[config.mk]
export PLATFORM = sky130hd
export DESIGN_NAME = pwmost_top
export DESIGN_NICKNAME = d
export VERILOG_FILES = /design/src/pwmost_pkg.sv /design/src/pwmost_top.sv /design/src/pwmost_postscale.sv /design/src/pwmost_out_map.sv
export SDC_FILE = /design/constraint.sdc
export NUM_CORES = 1
export LEC_CHECK = 0
export BUFFER_PORTS_ARGS = -buffer_cell sky130_fd_sc_hd__buf_2
export CAP_MARGIN = 20
export CORE_UTILIZATION = 53
export CTS_BUF_LIST = sky130_fd_sc_hd__clkbuf_8
export DETAILED_ROUTE_END_ITERATION = 7
export PLACE_DENSITY = 0.82
export SETUP_SLACK_MARGIN = 0.05
export SLEW_MARGIN = 15
export SYNTH_ARGS = -nofsm -noshare
export SYNTH_HDL_FRONTEND = slang
export SYNTH_SLANG_ARGS = --single-unit
[constraint.sdc]
create_clock -name clk_i -period 1.8 [get_ports clk_i]
set_input_delay 0.09 -clock clk_i [delete_from_list [all_inputs] [get_ports clk_i]]
set_output_delay 0.09 -clock clk_i [all_outputs]
set_load 0.01 [all_outputs]
[src/pwmost_pkg.sv]
// package: register map, field layouts and encodings for the pwm sync/trigger block
package pwmost_pkg;
  localparam int unsigned PWMOST_AW = 6;
  localparam int unsigned PWMOST_DW = 32;
  // byte offsets on the register bus
  localparam logic [5:0] PWMOST_OFF_TBCTL = 6'h00;
  localparam logic [5:0] PWMOST_OFF_IOCTL = 6'h04;
  localparam logic [5:0] PWMOST_OFF_TRIG = 6'h08;
  localparam logic [5:0] PWMOST_OFF_UNLOCK = 6'h0c;
  localparam logic [5:0] PWMOST_OFF_STATUS = 6'h10;
  // timebase control fields
  localparam int unsigned PWMOST_TB_EN_BIT = 15;
  localparam int unsigned PWMOST_TB_SYNC_LSB = 4;
  localparam int unsigned PWMOST_TB_PS_LSB = 0;
  // io control fields
  localparam int unsigned PWMOST_IO_OVEN_H_BIT = 9;
  localparam int unsigned PWMOST_IO_OVEN_L_BIT = 8;
  localparam int unsigned PWMOST_IO_OVDAT_LSB = 6;
  localparam int unsigned PWMOST_IO_SWAP_BIT = 1;
  localparam int unsigned PWMOST_IO_OVERRIDE_SYNC_SELECT_BIT = 0;
  localparam logic [15:0] PWMOST_IO_RESET = 16'h0000;
  localparam logic [15:0] PWMOST_TRIG_RESET = 16'h0000;
  localparam logic [15:0] PWMOST_TB_RESET = 16'h0000;
  // two-word unlock sequence
  localparam logic [15:0] PWMOST_KEY1 = 16'habcd;
  localparam logic [15:0] PWMOST_KEY2 = 16'h4321;
  localparam logic [31:0] PWMOST_UNMAPPED = 32'h00000000;
  typedef enum logic [2:0] {
    PWMOST_SRC_EXT = 3'h0,
    PWMOST_SRC_TGB = 3'h2,
    PWMOST_SRC_TGA = 3'h3
  } pwmost_sync_src_t;
  typedef struct packed {
    logic high;
    logic low;
  } pwmost_pair_t;
  typedef struct packed {
    logic [PWMOST_AW-1:0] adr;
    logic [PWMOST_DW-1:0] dat;
    logic [3:0] sel;
    logic we;
    logic cyc;
    logic stb;
  } pwmost_wb_req_t;
endpackage

[src/pwmost_top.sv]
// top: wishbone registers, sync source select, trigger compare, output control
`timescale 1ns/1ps
`default_nettype none
// What this block does
// - Sync source code 000 picks the external input, 011 trigger output a, 010 trigger output b.
// - The postscaler sends a special event only on every (n+1)th compare match, 1111 is 1:16.
// - Swap set routes the high output to the low pin and the low output to the high pin.
// - Override sync set applies override data on the timebase; clear applies next clock.
// - With the lock configuration set, output control writes need the unlock sequence first.
// - A 16-bit read/write trigger compare value resets to zero.
module pwmost_top import pwmost_pkg::*; #(
  parameter int unsigned CNT_W = 16,
  parameter int unsigned PS_W = 4
) (
  input wire logic clk_i,
  input wire logic rst_i,
  input wire logic [PWMOST_AW-1:0] wb_adr_i,
  input wire logic [PWMOST_DW-1:0] wb_dat_i,
  input wire logic [3:0] wb_sel_i,
  input wire logic wb_we_i,
  input wire logic wb_cyc_i,
  input wire logic wb_stb_i,
  output logic [PWMOST_DW-1:0] wb_dat_o,
  output logic wb_ack_o,
  input wire logic io_control_lock_i,
  input wire logic external_sync_input_i,
  input wire logic trigger_gen_output_a_i,
  input wire logic trigger_gen_output_b_i,
  input wire logic [CNT_W-1:0] local_count_i,
  input wire logic local_timebase_i,
  input wire logic period_match_i,
  input wire logic special_match_i,
  input wire logic gen_high_i,
  input wire logic gen_low_i,
  output logic high_side_output_o,
  output logic low_side_output_o,
  output logic sync_o,
  output logic special_event_o,
  output logic adc_trigger_o
);
  logic [15:0] tb_ctl_q;
  logic [15:0] io_ctl_q;
  logic [CNT_W-1:0] trig_cmp_q;
  logic unlock_arm_q, unlocked_q;
  logic [PWMOST_DW-1:0] rd_d;
  pwmost_pair_t pins_w;

  // bus decode
  wire req_w = wb_cyc_i && wb_stb_i && !wb_ack_o;
  wire wr_w = req_w && wb_we_i;
  wire lo_w = wb_sel_i[0];
  wire hi_w = wb_sel_i[1];
  wire hit_tb_w = (wb_adr_i == PWMOST_OFF_TBCTL);
  wire hit_io_w = (wb_adr_i == PWMOST_OFF_IOCTL);
  wire hit_trig_w = (wb_adr_i == PWMOST_OFF_TRIG);
  wire hit_key_w = (wb_adr_i == PWMOST_OFF_UNLOCK);
  wire hit_st_w = (wb_adr_i == PWMOST_OFF_STATUS);
  wire full16_w = lo_w && hi_w;
  // locked writes to io control are dropped unless unlocked
  wire io_open_w = !io_control_lock_i || unlocked_q;
  wire io_wr_w = wr_w && hit_io_w && io_open_w;
  wire key_wr_w = wr_w && hit_key_w && full16_w;
  wire key1_w = key_wr_w && (wb_dat_i[15:0] == PWMOST_KEY1);
  wire key2_w = key_wr_w && (wb_dat_i[15:0] == PWMOST_KEY2);

  wire tb_en_w = tb_ctl_q[PWMOST_TB_EN_BIT];
  wire [2:0] sync_sel_w = tb_ctl_q[PWMOST_TB_SYNC_LSB +: 3];
  wire [PS_W-1:0] ps_w = tb_ctl_q[PWMOST_TB_PS_LSB +: PS_W];
  logic sync_d;

  // reserved codes select nothing
  always_comb begin
    unique case (sync_sel_w)
      PWMOST_SRC_EXT: sync_d = external_sync_input_i;
      PWMOST_SRC_TGA: sync_d = trigger_gen_output_a_i;
      PWMOST_SRC_TGB: sync_d = trigger_gen_output_b_i;
      default: sync_d = 1'b0;
    endcase
  end

  wire adc_d = local_timebase_i && (local_count_i == trig_cmp_q);

  assign rd_d = hit_tb_w ? {16'h0000, tb_ctl_q} :
                hit_io_w ? {16'h0000, io_ctl_q} :
                hit_trig_w ? {{(PWMOST_DW-CNT_W){1'b0}}, trig_cmp_q} :
                hit_st_w ? {30'h00000000, io_control_lock_i, unlocked_q} :
                PWMOST_UNMAPPED;

  always_ff @(posedge clk_i) begin
    if (rst_i) begin
      wb_ack_o <= 1'b0;
      wb_dat_o <= '0;
    end else begin
      wb_ack_o <= req_w;
      wb_dat_o <= (req_w && !wb_we_i) ? rd_d : '0;
    end
  end

  always_ff @(posedge clk_i) begin
    if (rst_i) begin
      tb_ctl_q <= PWMOST_TB_RESET;
    end else if (wr_w && hit_tb_w) begin
      if (lo_w) tb_ctl_q[7:0] <= wb_dat_i[7:0];
      if (hi_w) tb_ctl_q[15:8] <= wb_dat_i[15:8];
    end
  end

  always_ff @(posedge clk_i) begin
    if (rst_i) begin
      io_ctl_q <= PWMOST_IO_RESET;
    end else if (io_wr_w) begin
      if (lo_w) io_ctl_q[7:0] <= wb_dat_i[7:0];
      if (hi_w) io_ctl_q[15:8] <= wb_dat_i[15:8];
    end
  end

  always_ff @(posedge clk_i) begin
    if (rst_i) begin
      trig_cmp_q <= PWMOST_TRIG_RESET[CNT_W-1:0];
    end else if (wr_w && hit_trig_w) begin
      if (lo_w) trig_cmp_q[7:0] <= wb_dat_i[7:0];
      if (hi_w) trig_cmp_q[CNT_W-1:8] <= wb_dat_i[CNT_W-1:8];
    end
  end

  // unlock: key1 then key2 on back-to-back key writes; one io write consumes it
  always_ff @(posedge clk_i) begin
    if (rst_i) begin
      unlock_arm_q <= 1'b0;
      unlocked_q <= 1'b0;
    end else begin
      if (key_wr_w) begin
        unlock_arm_q <= key1_w;
      end
      if (key2_w && unlock_arm_q) begin
        unlocked_q <= 1'b1;
      end else if (wr_w && hit_io_w) begin
        unlocked_q <= 1'b0;
      end
    end
  end

  always_ff @(posedge clk_i) begin
    if (rst_i) begin
      sync_o <= 1'b0;
      adc_trigger_o <= 1'b0;
    end else begin
      sync_o <= tb_en_w && sync_d;
      adc_trigger_o <= adc_d;
    end
  end

  pwmost_postscale #(
    .PS_W(PS_W)
  ) u_ps (
    .clk_i(clk_i),
    .rst_i(rst_i),
    .enable_i(tb_en_w),
    .match_i(special_match_i),
    .ratio_i(ps_w),
    .event_o(special_event_o)
  );

  pwmost_out_map u_map (
    .clk_i(clk_i),
    .rst_i(rst_i),
    .gen_i(pwmost_pair_t'{high: gen_high_i, low: gen_low_i}),
    .ovr_en_i(pwmost_pair_t'{high: io_ctl_q[PWMOST_IO_OVEN_H_BIT],
      low: io_ctl_q[PWMOST_IO_OVEN_L_BIT]}),
    .ovr_dat_i(pwmost_pair_t'{high: io_ctl_q[PWMOST_IO_OVDAT_LSB+1],
      low: io_ctl_q[PWMOST_IO_OVDAT_LSB]}),
    .override_sync_select_i(io_ctl_q[PWMOST_IO_OVERRIDE_SYNC_SELECT_BIT]),
    .tb_boundary_i(period_match_i),
    .swap_i(io_ctl_q[PWMOST_IO_SWAP_BIT]),
    .pin_o(pins_w)
  );

  assign high_side_output_o = pins_w.high;
  assign low_side_output_o = pins_w.low;

  adc_pulse_a: assert property (@(posedge clk_i) disable iff (rst_i)
    adc_trigger_o |=> !adc_trigger_o || ($past(local_count_i) == trig_cmp_q))
    else $error("adc trigger held without a new match");
  adc_cause_a: assert property (@(posedge clk_i) disable iff (rst_i)
    adc_d |=> adc_trigger_o)
    else $error("adc trigger missed a compare match");
  lock_guard_a: assert property (@(posedge clk_i) disable iff (rst_i)
    wr_w && hit_io_w && io_control_lock_i && !unlocked_q |=> $stable(io_ctl_q))
    else $error("locked io control accepted a write");
  trig_reset_a: assert property (@(posedge clk_i)
    rst_i |=> trig_cmp_q == '0)
    else $error("trigger compare not cleared by reset");
  sync_ext_a: assert property (@(posedge clk_i) disable iff (rst_i)
    tb_en_w && sync_sel_w == PWMOST_SRC_EXT |=> sync_o == $past(external_sync_input_i))
    else $error("external sync not routed");
  sync_res_a: assert property (@(posedge clk_i) disable iff (rst_i)
    sync_sel_w == 3'h1 |=> !sync_o)
    else $error("reserved sync code produced a sync");
  bus_ack_a: assert property (@(posedge clk_i) disable iff (rst_i)
    req_w |=> wb_ack_o ##1 !wb_ack_o)
    else $error("bus ack not a single cycle after request");
endmodule
`default_nettype wire

[src/pwmost_postscale.sv]
// special event postscaler: one output per (n+1) compare matches
`timescale 1ns/1ps
`default_nettype none
module pwmost_postscale import pwmost_pkg::*; #(
  parameter int unsigned PS_W = 4
) (
  input wire logic clk_i,
  input wire logic rst_i,
  input wire logic enable_i,
  input wire logic match_i,
  input wire logic [PS_W-1:0] ratio_i,
  output logic event_o
);
  logic [PS_W-1:0] cnt_q;
  wire last_w = (cnt_q == ratio_i);
  wire fire_w = enable_i && match_i && last_w;

  always_ff @(posedge clk_i) begin
    if (rst_i || !enable_i) begin
      cnt_q <= '0;
      event_o <= 1'b0;
    end else begin
      event_o <= fire_w;
      if (match_i) begin
        cnt_q <= last_w ? '0 : cnt_q + 1'b1;
      end
    end
  end

  postscale_period_a: assert property (@(posedge clk_i) disable iff (rst_i)
    event_o |-> $past(last_w) && $past(match_i))
    else $error("postscale event without terminal match");
endmodule
`default_nettype wire

[src/pwmost_out_map.sv]
// output path: override select, override timing and pin swap
`timescale 1ns/1ps
`default_nettype none
module pwmost_out_map import pwmost_pkg::*; (
  input wire logic clk_i,
  input wire logic rst_i,
  input wire pwmost_pair_t gen_i,
  input wire pwmost_pair_t ovr_en_i,
  input wire pwmost_pair_t ovr_dat_i,
  input wire logic override_sync_select_i,
  input wire logic tb_boundary_i,
  input wire logic swap_i,
  output pwmost_pair_t pin_o
);
  pwmost_pair_t ovr_en_q, ovr_dat_q;
  pwmost_pair_t sel_w, pin_d;
  // with override_sync_select the override only moves at a timebase boundary
  wire take_w = !override_sync_select_i || tb_boundary_i;

  assign sel_w.high = ovr_en_q.high ? ovr_dat_q.high : gen_i.high;
  assign sel_w.low = ovr_en_q.low ? ovr_dat_q.low : gen_i.low;
  assign pin_d.high = swap_i ? sel_w.low : sel_w.high;
  assign pin_d.low = swap_i ? sel_w.high : sel_w.low;

  always_ff @(posedge clk_i) begin
    if (rst_i) begin
      ovr_en_q <= '0;
      ovr_dat_q <= '0;
      pin_o <= '0;
    end else begin
      if (take_w) begin
        ovr_en_q <= ovr_en_i;
        ovr_dat_q <= ovr_dat_i;
      end
      pin_o <= pin_d;
    end
  end

  ovr_hold_a: assert property (@(posedge clk_i) disable iff (rst_i)
    override_sync_select_i && !tb_boundary_i |=> $stable(ovr_dat_q))
    else $error("override changed off the timebase boundary");
  ovr_async_a: assert property (@(posedge clk_i) disable iff (rst_i)
    !override_sync_select_i |=> ovr_dat_q == $past(ovr_dat_i))
    else $error("override not taken at next clock");
  swap_map_a: assert property (@(posedge clk_i) disable iff (rst_i)
    swap_i |=> pin_o.high == $past(sel_w.low))
    else $error("swap did not route low output to high pin");
endmodule
`default_nettype wire

# --- Word level (Yosys, flattened, before mapping) ---
# Index checks and enable logic that the tools add are counted.
totals:
  regBits: 96
  latch_bits: 0
  ramBits: 0
  mem_bits_ro: 0
  in_bits: 72
  out_inout_bits: 38
  word_cells: 82
  mem_count: 0
classes:
  add_sub_neg: 1
  mul: 0
  div: 0
  magnitude_cmp: 0
  n_eq_ne: 10
  shift: 0
  n_mux: 12
  n_bitwise: 1
  reduce_logical: 37
op_table:
  columns: ["cell", "n"]
  rows:
  - ["two-way mux 16 bit", 3]
  - ["logical AND 1 bit", 18]
  - ["== test 16 x 15 -> 1 bit (second input constant)", 1]
  - ["== test 16 bit", 1]
  - ["== test 16 bit (second input constant)", 1]
  - ["== test 6 x 4 -> 1 bit (second input constant)", 2]
  - ["AND reduction 2 bit", 6]
  - ["== test 3 x 2 -> 1 bit (second input constant)", 2]
  - ["== test 6 x 3 -> 1 bit (second input constant)", 1]
  - ["== test 6 x 5 -> 1 bit (second input constant)", 1]
  - ["logical NOT 6 bit", 1]
  - ["two-way mux 1 bit", 6]
  - ["logical NOT 1 bit", 5]
  - ["OR reduction 5 bit", 1]
  - ["adder 4 x 1 -> 4 bit (second input constant)", 1]
  - ["== test 4 bit", 1]
  - ["two-way mux 4 bit", 1]
  - ["logical NOT 3 bit", 1]
  - ["logical OR 1 bit", 3]
  - ["one-hot mux 1 bit (3 select lines)", 1]
  - ["two-way mux 2 bit", 1]
  - ["nonzero test 2 bit", 1]
  - ["OR reduction 2 bit", 1]
  - ["NOT 1 bit", 1]

# --- Longest topological paths before layout ---
# Gate-level depths: netlist of run 1.
depth:
  ltp_word: 8
  mapped_depth: 5

# --- Cells and area by module ---
# Synthesis of run 1 repeated with hierarchy kept, for this count alone.
unflattened:
  cells_unflattened: 398
  hier_area_um2: 3866.2
by_module_without_submodules:
  columns: ["module", "n_inst", "cells_per_inst", "area_per_inst_um2", "seq_area_each_um2"]
  rows:
  - ["pwmost_top", 1, 346, 3340.7, 1381.3]
  - ["pwmost_postscale", 1, 29, 286.5, 100.1]
  - ["pwmost_out_map", 1, 23, 239.0, 120.1]

# --- Least setup slack after synthesis of run 1 ---
# Ideal clock, no wire load.
synth_path:
  path_kind: "register to register"
  start: "register wb_ack_o"
  end: "register tb_ctl_q[10]"
  setup_time_ns: 0.128
  t_arrival_ns: 1.445
  setup_slack_ns: 0.228
  path_stages_with_launch: 6
  n_path_buf: 1
  synth_period_minus_slack_ns: 1.572
  path_cell_list: "dfxtp_1 > and4b_1 > clkbuf_1 > nand4_2 > mux2i_1 > nor2_1"
synth_via:
  elab_chain_cells: 5
synth_lines:
  columns: ["element", "line", "rtl"]
  rows:
  - ["start: declaration", "pwmost_top.sv:24", "output logic wb_ack_o,"]
  - ["start signal: assignment", "pwmost_top.sv:94", "wb_ack_o <= req_w;"]
  - ["logical NOT 1 bit", "pwmost_top.sv:49", "wire req_w = wb_cyc_i && wb_stb_i && !wb_ack_o;"]
  - ["logical AND 1 bit", "pwmost_top.sv:49", null]
  - ["logical AND 1 bit", "pwmost_top.sv:50", "wire wr_w = req_w && wb_we_i;"]
  - ["logical AND 1 bit", "pwmost_top.sv:102", "end else if (wr_w && hit_tb_w) begin"]
  - ["AND reduction 2 bit (no line)", null, null]
  - ["end signal: assignment", "pwmost_top.sv:104", "if (hi_w) tb_ctl_q[15:8] <= wb_dat_i[15:8];"]
  - ["end: declaration", "pwmost_top.sv:41", "logic [15:0] tb_ctl_q;"]
# No other way between the ends.
# A chain may end at the register's enable or synchronous reset.

# --- Final worst setup path of run 1 ---
layout_path:
  start: "register wb_ack_o"
  end: "register io_ctl_q[12]"
layout_via:
  elab_chain_cells: 6
layout_lines:
  columns: ["element", "line", "rtl"]
  rows:
  - ["logical NOT 1 bit", "pwmost_top.sv:49", null]
  - ["logical AND 1 bit", "pwmost_top.sv:49", null]
  - ["logical AND 1 bit", "pwmost_top.sv:50", null]
  - ["logical AND 1 bit (2 in series)", "pwmost_top.sv:61", "wire io_wr_w = wr_w && hit_io_w && io_open_w;"]
  - ["AND reduction 2 bit (no line)", null, null]
  - ["end signal: assignment", "pwmost_top.sv:113", "if (hi_w) io_ctl_q[15:8] <= wb_dat_i[15:8];"]
  - ["end: declaration", "pwmost_top.sv:42", "logic [15:0] io_ctl_q;"]
# No other way between the ends.

==> results_dict.tcl, run 1 <==
set metrics [dict create \
    cp.arrival_ps 1830 \
    initial_utilization_pct 54.7 \
    dp.cells 565 \
    tightestPinTransition_ps 565 \
    stdcell_count 583 \
    end_kind "register" \
    fmaxAchievable_mhz 645 \
    dr.pass1.iters 4 \
    worst_slack_ps 249 \
    crit_required_ps 2080 \
    final_cell_mix "dfxtp_1, buf_2, mux2i_1, nand2_1, nor2_1" \
    synth_area_per_cell_um2 9.32 \
    die_x_um 85.8 \
    grt_overflow 0 \
    num-fill-cells 568 \
    n_antenna_cell 0 \
    drv_cap 0 \
    drt-wirelength-per-cell_um 15.7 \
    core_mm2 0.00679 \
    seq_area_mm2 0.00160 \
    die_y_um 85.8 \
    final_nets 555 \
    crit_path_start_kind "register" \
    cts.sinks 80 \
    post_cts_buffers 0 \
    routed_via_density 5.34 \
    mostFrequentLayoutCell "dfxtp_1" \
    path_class "register to register" \
    path_clk_slew_ps 80 \
    ys_ff_latch 80 \
    irDropWorstVdd_mv 0.381 \
    worst_hold_slack_ps 12.2 \
    clock_latency_ps 360 \
    synth_cell_types 37 \
    maxSlewViolCount 0 \
    drt_iter0_markers 210 \
    row_count 30 \
    cts_buffer_depth 2 \
    rsz0062_at_grt "no" \
    finalSetupTns_ps 0 \
    wl_um 9140 \
    ys_seq_area_share_pct 43.1 \
    yosysWarnings 0 \
    gr-usage-all-layers_pct 26.3 \
    htree_levels 3 \
    period_share_pct 86.2 \
    skew_ps 12.5 \
    cp_max_fo 8 \
    period_minus_slack_ps 1550 \
    die_area_mm2 0.00735 \
    dp_slack_ps 175 \
    ant_nets 0 \
    grt_pass1_wl_um 14600 \
    drive_above_1_share_pct 26.5 \
    multi_input_area_mm2 0.00192 \
    vias 3112 \
    hp-class "primary input to register" \
    slew_headroom_pct 62.1 \
    synthCells 399 \
    antenna_found_initial 0 \
    grt_pass1_vias 3017 \
    status "finished, final reports clean" \
    io_buffers 75 \
    post-dp-hpwl_um 6530 \
    syn_to_final_growth_pct 18.3 \
    p_leak_nw 2.09 \
    synth_area_mm2 0.00372 \
    cts_tree "yes" \
    cts_buffers 9 \
    grt_max_degree 32 \
    powerDensity_mw_per_mm2 766 \
    drc 0 \
    root_buffer "clkbuf_8" \
    hold_viol 0 \
    place_congestion 0.839 \
    setup_viol 0 \
    num_io_pins 110 \
]
sequential cells by signal, indices dropped and copies added (netlist names), 2 cells and up:
| register | count |
|---|---|
| u_map.ovr_dat_q | 2 |
| u_map.pin_o | 2 |
| u_map.ovr_en_q | 2 |
| wb_dat_o | 16 |
| trig_cmp_q | 16 |
| u_ps.cnt_q | 4 |
| tb_ctl_q | 16 |
| io_ctl_q | 16 |
per-layer routing:
| layer | global-route usage, % | share of wire [%] | vias to the layer above |
|---|---|---|---|
| met4 | 11.4 | 1.9 | 0 |
| met5 | 0 | 0 | - |
| met2 | 44.2 | 49 | 117 |
| met3 | 5.00 | 5.3 | 18 |
| met1 | 33.2 | 44 | 1476 |
| li1 | - | - | 1501 |
timing repair:
| item | 4_1_cts | 5_1_grt |
|---|---|---|
| hold endpoints to repair | 1 | 0 |
| hold buffers | 2 | 0 |
| resized for setup | 0 | 1 |
| setup endpoints to repair | 0 | 4 |
logic make-up (layout without fill, tap and decap cells):
logic type,count (synthesis),count (layout),synth area share (%)
xor gates and xnor gates,23,23,5.42
DFF,80,80,43.1
other,1,16,0.101
adders and majority gates,1,1,0.336
muxes,53,53,14.3
and+or+nand+nor,147,147,20.7
AOI/OAI and AO/OA,44,44,9.25
buffers and inverters,50,123,6.86
per-stage QoR:
step | area, µm² | utilization (%) | power (mW)
detailed placement | 4180 | 61.5 | 2.07
global placement | 4180 | 61.5 | 2.06
finish | 4400 | 64.7 | 3.37
global route | 4400 | 64.7 | 3.47
floorplan | 3770 | - | 1.96
CTS | 4400 | 64.7 | 3.38
critical path, cell delays in order (launching register included):
cell and delay [ps]:
dfxtp_1 340, and4b_2 430, nand2_1 130, nor2_4 340, mux2i_1 230
layout make-up:
type | count | share of cell area [%]
clock buffer | 9 | 2.82
clock inverter | 7 | 1.65
inverter | 16 | 1.37
multi-input combinational | 284 | 43.6
sequential | 80 | 36.4
tap | 96 | 2.73
timing repair buffer | 91 | 11.4
report_power, final:
| part | leakage [nW] | switching (mW) | internal [mW] |
|---|---|---|---|
| clock | 0.101 | 0.691 | 0.643 |
| sequential | 0.645 | 0.00186 | 1.77 |
| combinational | 1.34 | 0.167 | 0.0950 |
| total | 2.09 | 0.860 | 2.51 |
worst paths after layout:
kind | startpoint | end | slack [ps] | cells after the start
max reg2reg | wb_ack_o$_SDFF_PP0_ | io_ctl_q[12]$_SDFFE_PP0P_ | 250 | 4
min reg2reg | u_map.ovr_dat_q[1]$_SDFFE_PP0P_ | u_map.ovr_dat_q[1]$_SDFFE_PP0P_ | 460 | 2
min | wb_dat_i[10] | io_ctl_q[10]$_SDFFE_PP0P_ | 10 | 3
max | wb_ack_o$_SDFF_PP0_ | io_ctl_q[12]$_SDFFE_PP0P_ | 250 | 4
synthesized netlist by cell type:
master	number	area share, %
nand4_2	4	1.3
nand3_1	1	0.13
nor2_4	2	0.61
dfxtp_1	80	43
clkbuf_1	14	1.4
o32a_1	2	0.54
xnor2_1	3	0.71
conb_1	1	0.10
nor4_4	1	0.57
or4_1	1	0.20
nand4b_4	1	0.64
nor2b_1	18	3.0
o221a_2	14	4.2
nand2_1	51	5.1
a2bb2oi_1	2	0.47
nand2b_1	2	0.34
xor2_1	20	4.7
a21oi_1	18	2.4
ha_1	1	0.34
nor4_1	7	1.2
a211oi_1	4	0.81
nand4_1	3	0.50
nor3_1	5	0.67
and4b_1	1	0.27
nand4b_1	5	1.2
mux2i_1	53	14
and2_0	1	0.17
buf_4	17	3.4
nor4b_1	1	0.24
a31o_2	2	0.47
inv_1	15	1.5
nor2_1	41	4.1
a31oi_1	1	0.17
buf_2	3	0.40
o21ai_0	1	0.13
clkinv_1	1	0.10
and3_1	2	0.34
No activity file was read; power rests on OpenSTA's default activity.
==> run 2: changes to the inputs <==
--- a/config.mk
+++ b/config.mk
@@ -11,6 +11,7 @@
 export CTS_BUF_LIST = sky130_fd_sc_hd__clkbuf_8
 export DETAILED_ROUTE_END_ITERATION = 7
 export PLACE_DENSITY = 0.82
+export RECOVER_POWER = 100
 export SETUP_SLACK_MARGIN = 0.05
 export SLEW_MARGIN = 15
 export SYNTH_ARGS = -nofsm -noshare
==> run 2 against run 1 <==
  * Highest routed layer unchanged
  * Clock skew is 1.3 ps lower
  * Critical path type unchanged
  * Final cell count did not move
  * Die area stayed put
==> results_dict.tcl, run 2 (synthesized netlist as in run 1, its figures left out) <==
set metrics [dict create \
    die_y_um 85.8 \
    fmaxAchievable_mhz 634 \
    end_kind "register" \
    core_mm2 0.00679 \
    slew_headroom_pct 64.7 \
    maxSlewViolCount 0 \
    crit_path_start_kind "register" \
    cts_buffer_depth 2 \
    postLayoutCoreUtil_pct 64.0 \
    hp-class "primary input to register" \
    path_clk_slew_ps 80 \
    period_share_pct 87.6 \
    grt_overflow 0 \
    status "finished, final reports clean" \
    n_antenna_cell 0 \
    ant_nets 0 \
    path_class "register to register" \
    drive_above_1_share_pct 21.1 \
    place_congestion 0.839 \
    dp_slack_ps 175 \
    post-dp-hpwl_um 6530 \
    path_delay_family "simple AND/OR/NAND/NOR gates" \
    dr.pass1.iters 4 \
    gr-usage-all-layers_pct 26.3 \
    cts_buffers 9 \
    num_io_pins 110 \
    slowest_delay_ps 380 \
    grt_pass1_wl_um 14600 \
    post_cts_buffers 0 \
    tightestPinTransition_ps 526 \
    finalSetupTns_ps 0 \
    die_x_um 85.8 \
    wl_um 9110 \
    initial_utilization_pct 54.7 \
    io_buffers 75 \
    antenna_found_initial 0 \
    grt_pass1_vias 3017 \
    drt_iter0_markers 167 \
    final_nets 555 \
    cp.arrival_ps 1820 \
    skew_ps 11.2 \
    drv_cap 0 \
    syn_to_final_growth_pct 16.9 \
    powerDensity_mw_per_mm2 774 \
    cts.sinks 80 \
    final_cell_mix "dfxtp_1, mux2i_1, buf_2, nand2_1, nor2_1" \
    rsz0062_at_grt "no" \
    drc 0 \
    htree_levels 3 \
    grt_max_degree 32 \
    routed_via_density 5.37 \
    vias 3128 \
    cp.buffers_inverters 1 \
    dpl_cell_area_mm2 0.00418 \
    worstPathCellList "and4b_2, nand4_1, clkbuf_1, mux2i_1, nor2_1" \
    clock_latency_ps 360 \
    crit_required_ps 2040 \
    worst_slack_ps 224 \
    mostFrequentLayoutCell "dfxtp_1" \
    cts_tree "yes" \
    setup_viol 0 \
    cp_max_fo 8 \
    drt-wirelength-per-cell_um 15.6 \
    row_count 30 \
    root_buffer "clkbuf_8" \
    hold_viol 0 \
    fin_area_mm2 0.00435 \
    die_area_mm2 0.00735 \
    period_minus_slack_ps 1580 \
    worst_hold_slack_ps 14.0 \
    cpMaxStageDelayCell "dfxtp_1" \
    p_leak_nw 1.97 \
    irDropWorstVdd_mv 0.375 \
]
[run 2: through the flow]
stage | power [mW] | cells
after global routing | 3.47 | 583
after detailed placement | 2.07 | 565
after floorplan | 1.96 | 414
final | 3.36 | 583
after CTS | 3.38 | 583
after global placement | 2.06 | 565
[run 2: what timing repair did]
item	in CTS	in global routing
hold endpoints to repair	1	0
resized for setup	0	1
hold buffers	2	0
endpoints found under the setup margin	0	4
[run 2: metal layers]
| metal | up-vias | track usage (%) | wire (µm) |
|---|---|---|---|
| met5 | - | 0 | 0 |
| met4 | 0 | 11.4 | 191 |
| met3 | 19 | 5.00 | 533 |
| met2 | 118 | 44.2 | 4400 |
| met1 | 1489 | 33.2 | 3980 |
| li1 | 1502 | - | - |
[run 2: cell type report]
class / count / area, µm²
clock buffers: 9 / 124
clock inverters: 7 / 72.6
fillers: 581 / 2450
inverters: 16 / 60.1
multi-input cells: 284 / 1910
flip-flops and latches: 80 / 1600
well taps: 96 / 120
repair buffers: 91 / 454
[run 2: path summary, 6_finish.rpt]
path | from | to | slack (ps) | depth (start not counted)
max | wb_ack_o$_SDFF_PP0_ | trig_cmp_q[15]$_SDFFE_PP0P_ | 220 | 5
min | wb_dat_i[10] | io_ctl_q[10]$_SDFFE_PP0P_ | 10 | 3
max reg2reg | wb_ack_o$_SDFF_PP0_ | trig_cmp_q[15]$_SDFFE_PP0P_ | 220 | 5
min reg2reg | u_map.ovr_dat_q[1]$_SDFFE_PP0P_ | u_map.ovr_dat_q[1]$_SDFFE_PP0P_ | 460 | 2
[run 2: worst register-to-register path: cells and delay by family, from the launching register on]
kind / cells / cell delay [ps]
buf+inv: 1 / 310
flops: 1 / 380
mux: 1 / 230
simple gates: 3 / 530
[run 2: report_power, final]
group	switching (mW)	internal, mW
Combinational	0.166	0.0936
Sequential	0.00201	1.77
Clock	0.686	0.643
Total	0.853	2.51
==> run 3: changes to the inputs <==
--- a/config.mk
+++ b/config.mk
@@ -7,10 +7,9 @@
 export LEC_CHECK = 0
 export BUFFER_PORTS_ARGS = -buffer_cell sky130_fd_sc_hd__buf_2
 export CAP_MARGIN = 20
-export CORE_UTILIZATION = 53
-export CTS_BUF_LIST = sky130_fd_sc_hd__clkbuf_8
+export CORE_UTILIZATION = 52
 export DETAILED_ROUTE_END_ITERATION = 7
-export PLACE_DENSITY = 0.82
+export PLACE_DENSITY = 0.8
 export RECOVER_POWER = 100
 export SETUP_SLACK_MARGIN = 0.05
 export SLEW_MARGIN = 15
==> run 3 against run 2 <==
  * Design area increased by 0.58%
  * Worst setup slack worse by 9.7 ps
  * Register-to-register slack is essentially flat
  * Flip-flop and latch count is the same
  * Routed wire length up 2.7%
  * First-iteration DRC count is 39% higher
  * Power is 1.3% higher
  * Maximum frequency down 0.61%
  * Final cell count rose by 0.51%
  * Global-route usage increased by 0.099 points
  * Core utilization shrank 0.33 points
  * Largest cell class unchanged
  * Clock skew shrank 0.71 ps
==> results_dict.tcl, run 3 (synthesized netlist as in run 1, its figures left out) <==
set metrics [dict create \
    status "finished, final reports clean" \
    path_clk_slew_ps 90 \
    drive_above_1_share_pct 21.2 \
    initial_utilization_pct 54.1 \
    path_delay_family "simple AND/OR/NAND/NOR gates" \
    p_leak_nw 1.96 \
    num_io_pins 110 \
    fmaxAchievable_mhz 631 \
    antenna_found_initial 0 \
    grt_pass1_wl_um 14900 \
    slowest_delay_ps 380 \
    die_x_um 86.6 \
    powerDensity_mw_per_mm2 779 \
    period_minus_slack_ps 1590 \
    cts_tree "yes" \
    cts.sinks 80 \
    gr-usage-all-layers_pct 26.4 \
    final_nets 558 \
    post-dp-hpwl_um 6780 \
    multi_input_area_mm2 0.00191 \
    routed_via_density 5.38 \
    drt-wirelength-per-cell_um 16.0 \
    crit_required_ps 2050 \
    stdcell_count 586 \
    root_buffer "clkbuf_8" \
    grt_overflow 0 \
    cp.buffers_inverters 1 \
    r2r_cells 5 \
    core_mm2 0.00687 \
    hp-class "primary input to register" \
    dr.pass1.iters 4 \
    io_buffers 75 \
    path_class "register to register" \
    vias 3152 \
    r2r_slack_ps 210 \
    ant_nets 0 \
    mostFrequentLayoutCell "dfxtp_1" \
    drv_cap 0 \
    grt_max_degree 31 \
    finalSetupTns_ps 0 \
    grt_pass1_vias 3025 \
    r2r-end "tb_ctl_q[15]$_SDFFE_PP0P_" \
    clock_latency_ps 370 \
    dp.cells 567 \
    r2r_start "wb_ack_o$_SDFF_PP0_" \
    syn_to_final_growth_pct 17.5 \
    n_antenna_cell 0 \
    crit_path_start "wb_ack_o$_SDFF_PP0_" \
    worstPathCellList "and4b_2, nand4_1, clkbuf_1, mux2i_1, nor2_1" \
    irDropWorstVdd_mv 0.393 \
    cts_buffer_depth 2 \
    hold_viol 0 \
    wl_um 9350 \
    worst_hold_slack_ps 9.16 \
    end_kind "register" \
    cp_max_fo 8 \
    cts_buffers 9 \
    drc 0 \
    cp.arrival_ps 1840 \
    total_power_mw 3.40 \
    crit_path_start_kind "register" \
    crit_end "tb_ctl_q[15]$_SDFFE_PP0P_" \
    row_count 30 \
    place_congestion 0.881 \
    drt_iter0_markers 232 \
    final_cell_mix "dfxtp_1, mux2i_1, buf_2, nand2_1, nor2_1" \
    die_y_um 86.6 \
    skew_ps 10.5 \
    die_area_mm2 0.00749 \
    setup_viol 0 \
    maxSlewViolCount 0 \
    htree_levels 3 \
    seq_area_mm2 0.00160 \
    cp.depth 5 \
    period_share_pct 88.1 \
    cpMaxStageDelayCell "dfxtp_1" \
    num-fill-cells 592 \
    rsz0062_at_grt "no" \
]
-- run 3: worst min-delay path by stage --
stage / start / to / cells past startpoint
final: special_match_i / u_ps.event_o$_SDFF_PP0_ / 3
after global routing: wb_dat_i[10] / io_ctl_q[10]$_SDFFE_PP0P_ / 3
after CTS: wb_dat_i[8] / io_ctl_q[8]$_SDFFE_PP0P_ / 3
after detailed placement: wb_stb_i / wb_ack_o$_SDFF_PP0_ / 3
after global placement: wb_stb_i / wb_ack_o$_SDFF_PP0_ / 3
after floorplan: wb_dat_i[10] / io_ctl_q[10]$_SDFFE_PP0P_ / 2
-- run 3: routing by layer --
metal  global-route usage, %  up-vias  part of all wire [%]
li1                        -     1509                     -
met1                    32.5     1493                    43
met2                    45.1      124                    48
met3                    5.24       26                   6.0
met4                    11.4        0                   3.1
met5                       0        -                     0
-- run 3: report_power, final --
group          internal, mW  switching [mW]  total [mW]  leakage, nW
Clock                 0.652           0.716        1.37       0.0938
Combinational        0.0956           0.167       0.263         1.22
Sequential             1.77         0.00188        1.77        0.645
-- run 3: final cells by class --
cell class	count	share of cell area, %
multi-input cells	284	43.8
flip-flops and latches	80	36.6
repair buffers	94	10.9
clock buffers	9	2.83
well taps	96	2.75
clock inverters	7	1.77
inverters	16	1.37
-- run 3: timing repair --
item | in CTS | in global routing
setup endpoints to repair | 0 | 2
hold buffers | 3 | 0
endpoints found under the hold margin | 3 | 0
resized for setup | 0 | 2
buffers inserted | 0 | 0
-- run 3: worst min-delay path: cells and delay by family --
family | cells | cell delay, ps
and+or+nand+nor | 2 | 110
buffers and inverters | 1 | 140
-- run 3: through the flow --
| step | cell area (µm²) | util (%) | setup WS [ps] |
|---|---|---|---|
| detailed placement | 4200 | 61.1 | 174 |
| floorplan | 3770 | - | 228 |
| CTS | 4430 | 64.4 | 124 |
| global placement | 4200 | 61.1 | 239 |
| finish | 4370 | 63.6 | 214 |
| global route | 4370 | 63.6 | 110 |
